`src/design/lrbs_regs.vh`:
```
/*
 Constants for the lite register bus slave: widths, response codes,
 strobe policies, register-file geometry and reset values.
 Assumes it is included once per design file by its bare name.
*/
`ifndef LRBS_REGS_VH
`define LRBS_REGS_VH

`define LRBS_DATA_W       64
`define LRBS_STRB_W       8
`define LRBS_ADDR_W       32
`define LRBS_ID_W         4
`define LRBS_PROT_W       3
`define LRBS_RESP_W       2
`define LRBS_BYTE_W       8
`define LRBS_WORD_LSB     3
`define LRBS_IDX_W        3
`define LRBS_NUM_WORDS    8
`define LRBS_DEC_MSB      11
`define LRBS_PROT_SEC     1

`define LRBS_RESP_OKAY    2'h0
`define LRBS_RESP_SLVERR  2'h2
`define LRBS_RESP_DECERR  2'h3

`define LRBS_POL_BYTE     2'h0
`define LRBS_POL_FULL     2'h1
`define LRBS_POL_ERR      2'h2

`define LRBS_REG_RST      64'h0000_0000_0000_0000
`define LRBS_ID_RST       4'h0
`define LRBS_STRB_ALL     8'hff
`define LRBS_STRB_NONE    8'h00
`define LRBS_STRB_LO32    8'h0f

`endif

```
`src/design/lrbs_word.v`:
```
/*
 One storage word of the register file with per-byte write enables.
 Assumes the caller has already decided which lanes are to be written.
*/
`timescale 1ns/10ps
`default_nettype none
`include "lrbs_regs.vh"

module lrbs_word (
   input  wire                      mclk,
   input  wire                      rst_n,
   input  wire [`LRBS_STRB_W-1:0]   lane_we,
   input  wire [`LRBS_DATA_W-1:0]   wdata,
   output wire [`LRBS_DATA_W-1:0]   q
);
   reg  [`LRBS_DATA_W-1:0] word_r;
   genvar                  b;
   // Reset word kept as a full-width constant so each lane takes its own slice
   localparam [`LRBS_DATA_W-1:0] RST_WORD = `LRBS_REG_RST;

   assign q = word_r;

   // Each byte lane keeps its old value unless enabled
   generate
      for (b = 0; b < `LRBS_STRB_W; b = b + 1) begin : g_lane
         always @(posedge mclk or negedge rst_n) begin
            if (!rst_n) begin
               word_r[b*`LRBS_BYTE_W +: `LRBS_BYTE_W] <= RST_WORD[b*`LRBS_BYTE_W +: `LRBS_BYTE_W];
            end else if (lane_we[b]) begin
               word_r[b*`LRBS_BYTE_W +: `LRBS_BYTE_W] <= wdata[b*`LRBS_BYTE_W +: `LRBS_BYTE_W];
            end
         end
      end
   endgenerate
endmodule

`default_nettype wire

```
`src/design/lrbs_slave.v`:
```
/*
 Lite register bus slave: single-beat reads and writes to a small
 register file of full-width words, with ID reflection and a selectable
 write strobe policy.
 Assumes a master on the same clock that keeps valid and payload stable
 until accepted and drives correct strobes.
*/
// Behaviour
// - Every transfer is one data beat
// - Data width fixed at 64 bits
// - Every read moves a full word; writes move the lanes the strobe policy enables
// - Cache attributes ignored, non-bufferable
// - Lock attributes ignored, normal access
// - No exclusive access, no exclusive-okay
// - Responses only okay, slave error, decode error
// - No last-beat signals on data channels
// - Outstanding limited by holding ready low
// - Responses return in request order
// - Read data never interleaved
// - One strobe policy: bytes, full, error
// - Byte policy writes only strobed lanes
// - Empty-strobe write completes with response; harmless except under full policy, which writes all lanes
// - 64-bit slave; 32-bit registers use low half
// - Captured address ID returned with response
// - Write response ID from write address
// - Direct full-bus link only within subset
// - Only the lite signal set is carried
// - Low address bits ignored, bits 11:6 zero, bits above 11 ignored
// - Secure flag from protection bit one
`timescale 1ns/10ps
`default_nettype none
`include "lrbs_regs.vh"

module lrbs_slave #(
   parameter [1:0] STRB_POLICY = `LRBS_POL_BYTE,
   parameter [0:0] SECURE_ONLY = 1'b0
) (
   input  wire                      mclk,
   input  wire                      rst_n,
   input  wire [`LRBS_ID_W-1:0]     awid,
   input  wire [`LRBS_ADDR_W-1:0]   awaddr,
   input  wire [`LRBS_PROT_W-1:0]   awprot,
   input  wire                      awvalid,
   output wire                      awready,
   input  wire [`LRBS_DATA_W-1:0]   wdata,
   input  wire [`LRBS_STRB_W-1:0]   wstrb,
   input  wire                      wvalid,
   output wire                      wready,
   output reg  [`LRBS_ID_W-1:0]     bid,
   output reg  [`LRBS_RESP_W-1:0]   bresp,
   output reg                       bvalid,
   input  wire                      bready,
   input  wire [`LRBS_ID_W-1:0]     arid,
   input  wire [`LRBS_ADDR_W-1:0]   araddr,
   input  wire [`LRBS_PROT_W-1:0]   arprot,
   input  wire                      arvalid,
   output wire                      arready,
   output reg  [`LRBS_ID_W-1:0]     rid,
   output reg  [`LRBS_DATA_W-1:0]   rdata,
   output reg  [`LRBS_RESP_W-1:0]   rresp,
   output reg                       rvalid,
   input  wire                      rready
);
   // Write address latch, filled ahead of the data if it comes first
   reg                       aw_full_r;
   reg  [`LRBS_ID_W-1:0]     aw_id_r;
   reg  [`LRBS_ADDR_W-1:0]   aw_addr_r;
   reg                       aw_sec_r;
   // Write data latch
   reg                       w_full_r;
   reg  [`LRBS_DATA_W-1:0]   w_data_r;
   reg  [`LRBS_STRB_W-1:0]   w_strb_r;

   wire                      aw_hs;
   wire                      w_hs;
   wire                      ar_hs;
   wire                      do_write;
   wire [`LRBS_IDX_W-1:0]    w_idx;
   wire [`LRBS_IDX_W-1:0]    r_idx;
   wire                      w_in_map;
   wire                      r_in_map;
   wire                      w_sec_ok;
   wire                      r_sec_ok;
   reg                       strb_ok;
   reg  [`LRBS_STRB_W-1:0]   lane_en;
   reg  [`LRBS_RESP_W-1:0]   w_resp;
   reg  [`LRBS_RESP_W-1:0]   r_resp;
   wire [`LRBS_DATA_W*`LRBS_NUM_WORDS-1:0] words;

   // Handshake: one write and one read in flight; more stalls on ready
   assign awready = !aw_full_r && !bvalid;
   assign wready  = !w_full_r && !bvalid;
   assign arready = !rvalid;
   assign aw_hs   = awvalid && awready;
   assign w_hs    = wvalid && wready;
   assign ar_hs   = arvalid && arready;

   // A write fires once both halves are held; each is a single beat
   assign do_write = aw_full_r && w_full_r && !bvalid;

   // Word index from the address; low lane bits are never looked at
   assign w_idx    = aw_addr_r[`LRBS_WORD_LSB +: `LRBS_IDX_W];
   assign r_idx    = araddr[`LRBS_WORD_LSB +: `LRBS_IDX_W];
   assign w_in_map = (aw_addr_r[`LRBS_DEC_MSB:`LRBS_WORD_LSB+`LRBS_IDX_W] == 0);
   assign r_in_map = (araddr[`LRBS_DEC_MSB:`LRBS_WORD_LSB+`LRBS_IDX_W] == 0);

   // Security is bit one of the protection field, low meaning secure
   assign w_sec_ok = !SECURE_ONLY || aw_sec_r;
   assign r_sec_ok = !SECURE_ONLY || !arprot[`LRBS_PROT_SEC];

   // Strobe policy decides lane enables and whether the pattern is legal
   always @* begin
      strb_ok = 1'b1;
      lane_en = `LRBS_STRB_NONE;
      case (STRB_POLICY)
         `LRBS_POL_FULL: begin
            lane_en = `LRBS_STRB_ALL;
         end
         `LRBS_POL_ERR: begin
            // Only full word, low half or no lanes at all are accepted
            strb_ok = (w_strb_r == `LRBS_STRB_ALL) || (w_strb_r == `LRBS_STRB_LO32) ||
                      (w_strb_r == `LRBS_STRB_NONE);
            lane_en = strb_ok ? w_strb_r : `LRBS_STRB_NONE;
         end
         default: begin
            lane_en = w_strb_r;
         end
      endcase
   end

   // Write response code; exclusive-okay is never produced
   always @* begin
      if (!w_in_map) begin
         w_resp = `LRBS_RESP_DECERR;
      end else if (!w_sec_ok || !strb_ok) begin
         w_resp = `LRBS_RESP_SLVERR;
      end else begin
         w_resp = `LRBS_RESP_OKAY;
      end
   end

   // Read response code
   always @* begin
      if (!r_in_map) begin
         r_resp = `LRBS_RESP_DECERR;
      end else if (!r_sec_ok) begin
         r_resp = `LRBS_RESP_SLVERR;
      end else begin
         r_resp = `LRBS_RESP_OKAY;
      end
   end

   // Register file: full 64-bit words, byte-enabled; cache and lock are unused
   genvar i;
   generate
      for (i = 0; i < `LRBS_NUM_WORDS; i = i + 1) begin : g_word
         wire [`LRBS_STRB_W-1:0] we;
         assign we = (do_write && w_resp == `LRBS_RESP_OKAY && w_idx == i) ?
                     lane_en : `LRBS_STRB_NONE;
         lrbs_word u_word (
            .mclk    (mclk),
            .rst_n   (rst_n),
            .lane_we (we),
            .wdata   (w_data_r),
            .q       (words[i*`LRBS_DATA_W +: `LRBS_DATA_W])
         );
      end
   endgenerate

   // Address and data latches; reset drops half-taken writes
   always @(posedge mclk or negedge rst_n) begin
      if (!rst_n) begin
         aw_full_r <= 1'b0;
         aw_id_r   <= `LRBS_ID_RST;
         aw_addr_r <= {`LRBS_ADDR_W{1'b0}};
         aw_sec_r  <= 1'b0;
         w_full_r  <= 1'b0;
         w_data_r  <= `LRBS_REG_RST;
         w_strb_r  <= `LRBS_STRB_NONE;
      end else begin
         if (aw_hs) begin
            aw_full_r <= 1'b1;
            aw_id_r   <= awid;
            aw_addr_r <= awaddr;
            aw_sec_r  <= !awprot[`LRBS_PROT_SEC];
         end else if (do_write) begin
            aw_full_r <= 1'b0;
         end
         if (w_hs) begin
            w_full_r <= 1'b1;
            w_data_r <= wdata;
            w_strb_r <= wstrb;
         end else if (do_write) begin
            w_full_r <= 1'b0;
         end
      end
   end

   // Write response channel, held until the master takes it
   always @(posedge mclk or negedge rst_n) begin
      if (!rst_n) begin
         bvalid <= 1'b0;
         bresp  <= `LRBS_RESP_OKAY;
         bid    <= `LRBS_ID_RST;
      end else if (do_write) begin
         bvalid <= 1'b1;
         bresp  <= w_resp;
         bid    <= aw_id_r;
      end else if (bvalid && bready) begin
         bvalid <= 1'b0;
      end
   end

   // Read data channel; one beat per request, so nothing interleaves
   always @(posedge mclk or negedge rst_n) begin
      if (!rst_n) begin
         rvalid <= 1'b0;
         rresp  <= `LRBS_RESP_OKAY;
         rid    <= `LRBS_ID_RST;
         rdata  <= `LRBS_REG_RST;
      end else if (ar_hs) begin
         rvalid <= 1'b1;
         rresp  <= r_resp;
         rid    <= arid;
         // Errored reads return zero rather than leak a word
         rdata  <= (r_resp == `LRBS_RESP_OKAY) ?
                   words[r_idx*`LRBS_DATA_W +: `LRBS_DATA_W] : `LRBS_REG_RST;
      end else if (rvalid && rready) begin
         rvalid <= 1'b0;
      end
   end
endmodule

`default_nettype wire

```
`config.mk`:
```
export PLATFORM = sky130hd
export DESIGN_NAME = lrbs_slave
export DESIGN_NICKNAME = d
export VERILOG_FILES = /design/src/design/lrbs_word.v /design/src/design/lrbs_slave.v
export VERILOG_INCLUDE_DIRS = /design/src /design/src/design
export SDC_FILE = /design/constraint.sdc
export NUM_CORES = 1
export LEC_CHECK = 0
export ABC_CLOCK_PERIOD_IN_PS = 4300
export BUFFER_PORTS_ARGS = -buffer_cell sky130_fd_sc_hd__buf_2
export CAP_MARGIN = 0
export CELL_PAD_IN_SITES_DETAIL_PLACEMENT = 1
export CELL_PAD_IN_SITES_GLOBAL_PLACEMENT = 2
export CORE_ASPECT_RATIO = 1.1
export CORE_UTILIZATION = 25
export CTS_BUF_LIST = sky130_fd_sc_hd__clkbuf_8 sky130_fd_sc_hd__clkbuf_16
export CTS_CLUSTER_DIAMETER = 40
export CTS_CLUSTER_SIZE = 14
export DETAILED_ROUTE_END_ITERATION = 6
export PLACE_DENSITY = 0.61
export SLEW_MARGIN = 40
export SYNTH_ARGS = -nofsm -noshare
export SYNTH_HDL_FRONTEND = slang
export SYNTH_SLANG_ARGS = --single-unit
```
`constraint.sdc`:
```
create_clock -name mclk -period 4.3 [get_ports mclk]
set_input_delay 0.86 -clock mclk [delete_from_list [all_inputs] [get_ports mclk]]
set_output_delay 0.86 -clock mclk [all_outputs]
set_load 0.02 [all_outputs]
```
* Yosys cells after proc, flatten, opt, wreduce, memory -nomap -nowiden
Index checks and enable logic that the tools add are counted.
** Storage, ports and cells
- Register bits :: 680
- Word-level logic and storage cells :: 134
- Output and inout port bits :: 81
- Input port bits :: 157
** Cells by class
- Reductions and logical operators :: 31
- Mux-type cells :: 18
- Shift operators :: 1
- Equality and inequality tests :: 7
** Operator list (count)
- $shiftx A512 B10 Y64 :: 1
- $mux W64 :: 1
- $mux W8 :: 8
- $logic_and A1 B1 Y1 :: 18
- $eq A3 B3 Y1 const B :: 4
- $logic_not A6 Y1 :: 2
- $reduce_bool A2 Y1 :: 4
- $mux W1 :: 7
- $eq A3 B2 Y1 const B :: 2
- $logic_not A1 Y1 :: 4
- $logic_not A2 Y1 :: 2
- $mux W2 :: 2
- $eq A3 B1 Y1 const B :: 1
- $logic_not A3 Y1 :: 1

* Longest topological paths before layout
Gate-level depths: netlist of the first run.
- Word-level depth :: 6
- Mapped depth :: 7
- Mapped depth without buffers :: 3

* Hierarchy
From an unflattened synthesis of the first run, not the netlist that was laid out.
** Second synthesis, totals
- Cells, all modules :: 1995
- Area, all modules :: 31655.4 µm²
** By module, submodules not included
- lrbs_word :: cells each 136, area each 2652.5 µm², seq. area each 1601.5 µm², times used 8
- lrbs_slave :: cells each 907, area each 10435.0 µm², seq. area each 4078.9 µm², times used 1

* Worst setup path after synthesis of the first run
OpenSTA, ideal clock, no wires.
- Path kind :: input to register
- Start point :: in araddr[3]
- End point :: reg rdata[53]
- Path buffers :: 3
- Slack :: 1.887 ns
- Library setup time :: 0.135 ns
- Required time :: 4.165 ns
- Stages :: 6
- Data arrival time :: 2.279 ns
- Cells stage by stage :: clkbuf_1 > buf_2 > buf_2 > mux4_2 > nor2_1 > o31ai_1
** Between the ends
- Longest elaborated chain between the ends :: 2
** Ends and longest elaborated chain
- from (decl) :: line lrbs_slave.v:54 : input wire [`LRBS_ADDR_W-1:0] araddr,
- $shiftx A512 B10 Y64 :: line lrbs_slave.v:227 : words[r_idx*`LRBS_DATA_W +: `LRBS_DATA_W] : `LRBS_REG_RST;
- $mux W64 (no line)
- to (signal assigned) :: line lrbs_slave.v:220 : rdata <= `LRBS_REG_RST;
- to (signal assigned) :: line lrbs_slave.v:226 : rdata <= (r_resp == `LRBS_RESP_OKAY) ?
- to (decl) :: line lrbs_slave.v:59 : output reg [`LRBS_DATA_W-1:0] rdata,
Every way passes these cells.
A chain may end at the register's enable or synchronous reset.

* Worst setup path after layout of the first run
- Start point :: reg aw_addr_r[3]
- End point :: reg g_word[0].u_word.word_r[6]
** Between the ends
- Longest elaborated chain between the ends :: 3
** Ends and longest elaborated chain
- from (decl) :: line lrbs_slave.v:67 : reg [`LRBS_ADDR_W-1:0] aw_addr_r;
- from (signal assigned) :: line lrbs_slave.v:175 : aw_addr_r <= {`LRBS_ADDR_W{1'b0}};
- from (signal assigned) :: line lrbs_slave.v:184 : aw_addr_r <= awaddr;
- $logic_not A3 Y1 :: line lrbs_slave.v:158 : assign we = (do_write && w_resp == `LRBS_RESP_OKAY && w_idx == i) ?
- $logic_and A1 B1 Y1 :: line lrbs_slave.v:158
- $mux W8 (no line)
- to (signal, indexed assignment) :: line lrbs_word.v:28 : word_r[b*`LRBS_BYTE_W +: `LRBS_BYTE_W] <= RST_WORD[b*`LRBS_BYTE_W +: `LRBS_BYTE_W];
- to (signal, indexed assignment) :: line lrbs_word.v:30 : word_r[b*`LRBS_BYTE_W +: `LRBS_BYTE_W] <= wdata[b*`LRBS_BYTE_W +: `LRBS_BYTE_W];
- to (decl) :: line lrbs_word.v:16 : reg [`LRBS_DATA_W-1:0] word_r;
Every way passes these cells.

==> results.ini, run 1 <==
[global_routing]
first_global_vias=21550
grt_usage_pct=14.20
grt_pass1_wl_mm=134.7
grt_overflow=0
grt_start_max_net_pins=93
antenna_found_initial=7

[setup_path]
cp.arrival_ps=3500
critPathKind=reg -> reg
rrSetupSlack_ps=1360
rr_startpoint=aw_addr_r[3]
cp-end-kind=flip-flop
path_max_fanout=41
cp-startpoint=aw_addr_r[3]
required_ps=4860
reg2regPathDepth=4
critPathLaunchType=flip-flop
rr_endpoint=g_word[0].u_word.q[6]

[synth]
ys_seq_area_share_pct=54.97
netlist_area_sq_um=30730
async_flop_share_pct=100.0
syn-mean-instance-area_sq_um=15.28
syn_inst=2011
synth_edf_count=0
ys_ff_latch=675
synth_ff_type=dfrtp_1
synth_nets=2168
yosysUniqueCellTypes=38
yosys_warnings=0

[final_layout]
area_growth_pct=22.76
layout-drive-gt1-share_pct=55.93
fill_cells=12700
fin_nets=2401
antenna_cells=0

[floorplanning]
start_util_pct=25.28
num_rows=134
pin_count=238
die_w_um=336.3
die_area_sq_um=124300
fp.coreArea_sq_um=121600
dieHeight_um=369.7

[cts]
numCtsBuffers=106
cts.clk_slew.worst_paths_ps=50
clkSinkCount=675
clk_latency_ps=700
clock_tree.buffer_depth=3
ctsResizeCount=0
cts-htree-levels=3
cts_tree=done
ctsHoldBuffers=0
root_buffer=clkbuf_16
post_cts_buffers=0

[timing]
rsz0062_at_grt=false
setup_viol=0
period_needed_ps=2939
tightestPinTransition_ps=833.0
slew_violations=0
fin_tns_setup_ps=0
fmax_mhz=340.2
fin_skew_ps=27.99
final.period_utilization_pct=68.35
slew_headroom_pct=44.05
hold_violations=0

[place]
dp_hpwl_mm=55.10
port_buffers=185
place.gp.congestion=0.7374

[pwr]
totalPowerFinal_uw=20530
power_density_nw_per_um2=544.2
vdd_drop_max_v=0.0003126
p_leak_uw=0.01775

[worst_hold_path]
hp-class=in -> async

[drt]
ant_nets=0
routed_via_density=4.647
wire_per_inst_um=21.64
wl_mm=85.85
drt-pass1-iter-count=4
drtIter0Drc=669
num_vias=18440
remaining_drc_errors=0

[job]
max_cap_violations=0

[run_status]
outcome=finished, final reports clean

-- stage by stage --
stage	worst slack (ps)	instances	utilization, %	hold WS, ps	instance area [sq um]
after floorplan	1887	2011	-	452.4	30730
after CTS	1352	3952	30.93	122.7	37590
final	1361	3967	31.04	135.6	37720
after global routing	1277	3967	31.04	167.7	37720
after global placement	1185	3740	27.70	461.2	33680
after detailed placement	1352	3753	27.83	462.7	33820
-- critical path, stage by stage, from the launching register on --
cell and delay [ps]:
dfrtp_2 650, buf_4 360, or4b_2 690, nor4_4 640, mux2_2 420
-- layout make-up --
cell class | count | area [sq um] | share of cell area, %
Clock buffer | 118 | 2851 | 7.559
Multi-Input combinational cell | 1212 | 13360 | 35.41
Tap cell | 1632 | 2042 | 5.413
Timing Repair Buffer | 246 | 1647 | 4.365
Clock inverter | 81 | 917.1 | 2.431
Sequential cell | 675 | 16900 | 44.80
Inverter | 3 | 11.26 | 0.02985
-- worst max path at each step --
stage	to	cells after the start	slack (ps)
2_1_floorplan	rdata[53]	6	1890
3_3_place_gp	g_word[2].u_word.q[22]	4	1180
3_5_place_dp	g_word[0].u_word.q[15]	4	1350
4_1_cts	g_word[0].u_word.q[6]	4	1350
5_1_grt	g_word[0].u_word.q[6]	4	1280
6_report	g_word[0].u_word.q[6]	4	1360
-- metal layers --
metal	global-route usage (%)	vias up	wire, um
met3	3.144	160	3879
met1	17.52	9899	36480
met5	0	-	46
met2	24.01	320	42840
li1	-	8050	-
met4	5.515	6	2595
-- power by group --
group | switching (uW) | internal, uW
Clock | 3210 | 5750
Combinational | 1700 | 1350
Sequential | 1390 | 7130
-- synth_stat cells (all sizes together), types with 3 or more instances --
master | n | share of area [%]
or4b | 8 | 0.26
clkbuf | 84 | 1.0
or4bb | 19 | 0.70
nand4b | 24 | 0.68
nor2 | 67 | 0.82
o31ai | 63 | 1.5
nor4 | 65 | 4.5
mux4 | 64 | 4.7
mux2 | 728 | 27
buf | 37 | 0.65
o22ai | 63 | 1.3
inv | 3 | 0.037
nand4 | 8 | 0.16
dfrtp | 675 | 55
nand4bb | 5 | 0.18
nand2 | 78 | 0.95
-- cell families after synthesis --
kind of cell,count (synthesis),synth area share (%)
buf+inv,124,1.714
compound gates,133,2.972
mux,793,31.89
flops,675,54.97
simple gates,286,8.457
-- sequential cells by signal, indices dropped and copies added, names as in the netlist --
signal and count:
g_word.u_word.q 512, lane_en 8, rresp 1, bid 4, rdata 64, rvalid 1
aw_full_r 1, w_full_r 1, aw_id_r 4, bvalid 1, aw_addr_r 9, w_data_r 64
rid 4, bresp 1
-- cells in the final DEF, fill, tap and decap left out, drive strengths merged, types with 2 or more instances in the layout --
cell type / count
or4b: 8
nand4b: 24
o21ai: 2
mux2: 728
o22ai: 63
bufinv: 16
nand4bb: 5
a21o: 2
nand2: 78
clkinv: 26
dfrtp: 675
buf: 245
and2: 2
clkinvlp: 14
nand2b: 2
nor2: 67
mux4: 64
nand4: 8
clkbuf: 119
inv: 28
o31ai: 63
or4bb: 19
nor4: 65
Note: power is estimated with default switching activity, not from simulation.
==> inputs of run 2 (changes only) <==
--- a/config.mk
+++ b/config.mk
@@ -6,7 +6,7 @@
 export SDC_FILE = /design/constraint.sdc
 export NUM_CORES = 1
 export LEC_CHECK = 0
-export ABC_CLOCK_PERIOD_IN_PS = 4300
+export ABC_CLOCK_PERIOD_IN_PS = 2400
 export BUFFER_PORTS_ARGS = -buffer_cell sky130_fd_sc_hd__buf_2
 export CAP_MARGIN = 0
 export CELL_PAD_IN_SITES_DETAIL_PLACEMENT = 1
@@ -17,7 +17,7 @@
 export CTS_CLUSTER_DIAMETER = 40
 export CTS_CLUSTER_SIZE = 14
 export DETAILED_ROUTE_END_ITERATION = 6
-export PLACE_DENSITY = 0.61
+export PLACE_DENSITY = 0.63
 export SLEW_MARGIN = 40
 export SYNTH_ARGS = -nofsm -noshare
 export SYNTH_HDL_FRONTEND = slang
==> constraint.sdc (replaced) <==
create_clock -name mclk -period 2.4 [get_ports mclk]
set_input_delay 0.48 -clock mclk [delete_from_list [all_inputs] [get_ports mclk]]
set_output_delay 0.48 -clock mclk [all_outputs]
set_load 0.02 [all_outputs]
==> run 2 against run 1 <==
  * Utilization grew 2.1 points
  * Worst setup slack lost 1300 ps
  * Total power grew 85%
  * Fmax grew 25%
  * Register-to-register slack lost 1300 ps
  * Hold slack lost 52 ps
  * Largest cell class unchanged
  * Design area grew 6.9%
  * Combinational power grew 110%
  * Die area is the same
  * Clock skew shrank 0.70 ps
  * Sequential power grew 75%
==> results.ini, run 2 (synthesized netlist as in run 1, its figures left out) <==
[timing]
setup_viol=0  ; unchanged
fin_tns_setup_ps=0  ; unchanged
period_needed_ps=2355  ; -584.6 ps
fin_skew_ps=27.29  ; -0.7019 ps
final.period_utilization_pct=98.11  ; +30 points
fmax_mhz=424.7  ; +25%
slew_violations=0  ; unchanged
slew_headroom_pct=58.33  ; +14 points
hold_violations=0  ; unchanged
worst_slack_ps=45.37  ; -1315 ps
rsz0062_at_grt=false
worst_hold_slack_ps=84.01  ; -51.58 ps
tightestPinTransition_ps=625.1  ; -208.0 ps

[drt]
drt-met1-wl_mm=37.41  ; +2.5%
dr_wl_met2_mm=44.10  ; +2.9%
drtIter0Drc=702  ; +4.9%
top_layer=met4
remaining_drc_errors=0  ; unchanged
num_vias=18970  ; +2.9%
ant_nets=0  ; unchanged
routed_via_density=4.586  ; -1.3%
wl_mm=87.07  ; +1.4%
wire_per_inst_um=21.05  ; -2.7%
drt-pass1-iter-count=4  ; unchanged
route.met3.wl_mm=3.164  ; -18%

[place]
dp_worst_setup_slack_ps=-16.51  ; -1369 ps
dp_hpwl_mm=56.50  ; +2.5%
dpl.cell_count=3840  ; +2.3%
port_buffers=185  ; unchanged
place.gp.congestion=0.7207  ; -2.3%

[worst_hold_path]
hp-class=in -> reg

[global_routing]
antenna_found_initial=2  ; -5
grt_start_max_net_pins=71  ; -24%
grt_usage_pct=14.49  ; +0.28 points
first_global_vias=22240  ; +3.2%
grt_overflow=0  ; unchanged
grt_pass1_wl_mm=137.5  ; +2.1%

[cts]
numCtsBuffers=111  ; +4.7%
cts-htree-levels=3  ; unchanged
root_buffer=clkbuf_16
post_cts_buffers=0  ; unchanged
clkSinkCount=675  ; unchanged
cts_tree=done
cts.clk_slew.worst_paths_ps=50  ; about the same
clock_tree.buffer_depth=3  ; unchanged
ctsResizeCount=0  ; unchanged
clk_latency_ps=720  ; +20 ps

[setup_path]
rrSetupSlack_ps=50  ; -1320 ps
critPathKind=reg -> reg
rr_endpoint=g_word[3].u_word.q[17]
cp-startpoint=aw_addr_r[11]
critical_path.endpoint=g_word[3].u_word.q[17]
required_ps=2980  ; -1880 ps
cp-end-kind=flip-flop
reg2regPathDepth=5  ; +1
cp.arrival_ps=2940  ; -560 ps
rr_startpoint=aw_addr_r[11]
critPathLaunchType=flip-flop
path_max_fanout=28  ; -32%

[final_layout]
layout_common_cells=686 x mux2_2, 672 x dfrtp_1, 181 x buf_2
largest_reg_flops=512  ; unchanged
finalNonFillerCells=4136  ; +4.3%
fin_nets=2562  ; +6.7%
fill_cells=12580  ; -1.0%
final_common_cell=mux2_2
layout-drive-gt1-share_pct=55.48  ; -0.46 points
utilization_pct=33.17  ; +2.1 points
area_growth_pct=31.19

[pwr]
p_leak_uw=0.01883  ; +6.0%
power_density_nw_per_um2=943.0  ; +73%
vdd_drop_max_v=0.0005402  ; +73%

[floorplanning]
pin_count=238  ; unchanged
start_util_pct=25.28  ; unchanged
fp.coreArea_sq_um=121600  ; unchanged
die_w_um=336.3  ; unchanged
num_rows=134  ; unchanged
die_area_sq_um=124300  ; unchanged
dieHeight_um=369.7  ; unchanged

[run_status]
outcome=finished, final reports clean

[job]
max_cap_violations=0  ; unchanged

-- run 2: per-layer routing --
layer | vias to the layer above | GRT usage [%]
li1 | 8375 | -
met1 | 10140 | 17.96
met2 | 306 | 24.85
met3 | 146 | 2.888
met4 | 0 | 5.155
met5 | - | 0
-- run 2: power breakdown --
part / internal, uW / total, uW / leakage, uW / switching [uW]
Sequential: 12800 / 14900 / 0.00920 / 2130
Combinational: 2960 / 6520 / 0.00768 / 3560
Clock: 10600 / 16600 / 0.00195 / 5980
-- run 2: critical path, cell delays in order (launching register included) --
cell,delay [ps]
dfrtp_1,490
or4_4,580
buf_12,250
nor4_4,330
buf_12,190
mux2_2,330
-- run 2: cell type report --
type                    count  area, sq um  share of cell area [%]
flip-flops and latches    675        16900                   41.91
multi-input cells        1212        13360                   33.13
repair buffers            402         4063                   10.08
clock buffers             126         2984                   7.402
well taps                1632         2042                   5.065
clock inverters            84        958.4                   2.377
inverters                   3        11.26                 0.02793
diodes                      2        5.005                 0.01241
-- run 2: metrics by stage --
step | area (sq um) | power, uW
4_1_cts | 40310 | 38670
2_1_floorplan | 30730 | 18560
6_report | 40310 | 38010
3_5_place_dp | 35530 | 21600
5_1_grt | 40310 | 39760
3_3_place_gp | 35530 | 21090
-- run 2: worst min path at each step --
stage                                      start  slack [ps]  depth (start not counted)                     end
after floorplan                            rst_n         180                          0           aw_addr_r[10]
after global placement    g_word[2].u_word.q[15]         460                          1  g_word[2].u_word.q[15]
after detailed placement                   rst_n         470                          1              lane_en[5]
after CTS                               wstrb[3]           2                          2              lane_en[3]
after global routing                    wstrb[2]          40                          2              lane_en[2]
final                                   wstrb[3]          80                          2              lane_en[3]
-- run 2: what timing repair did --
action / 4_1_cts / 5_1_grt
endpoints found under the setup margin: 50 / 0
hold buffers: 84 / 0
hold endpoints to repair: 105 / 0
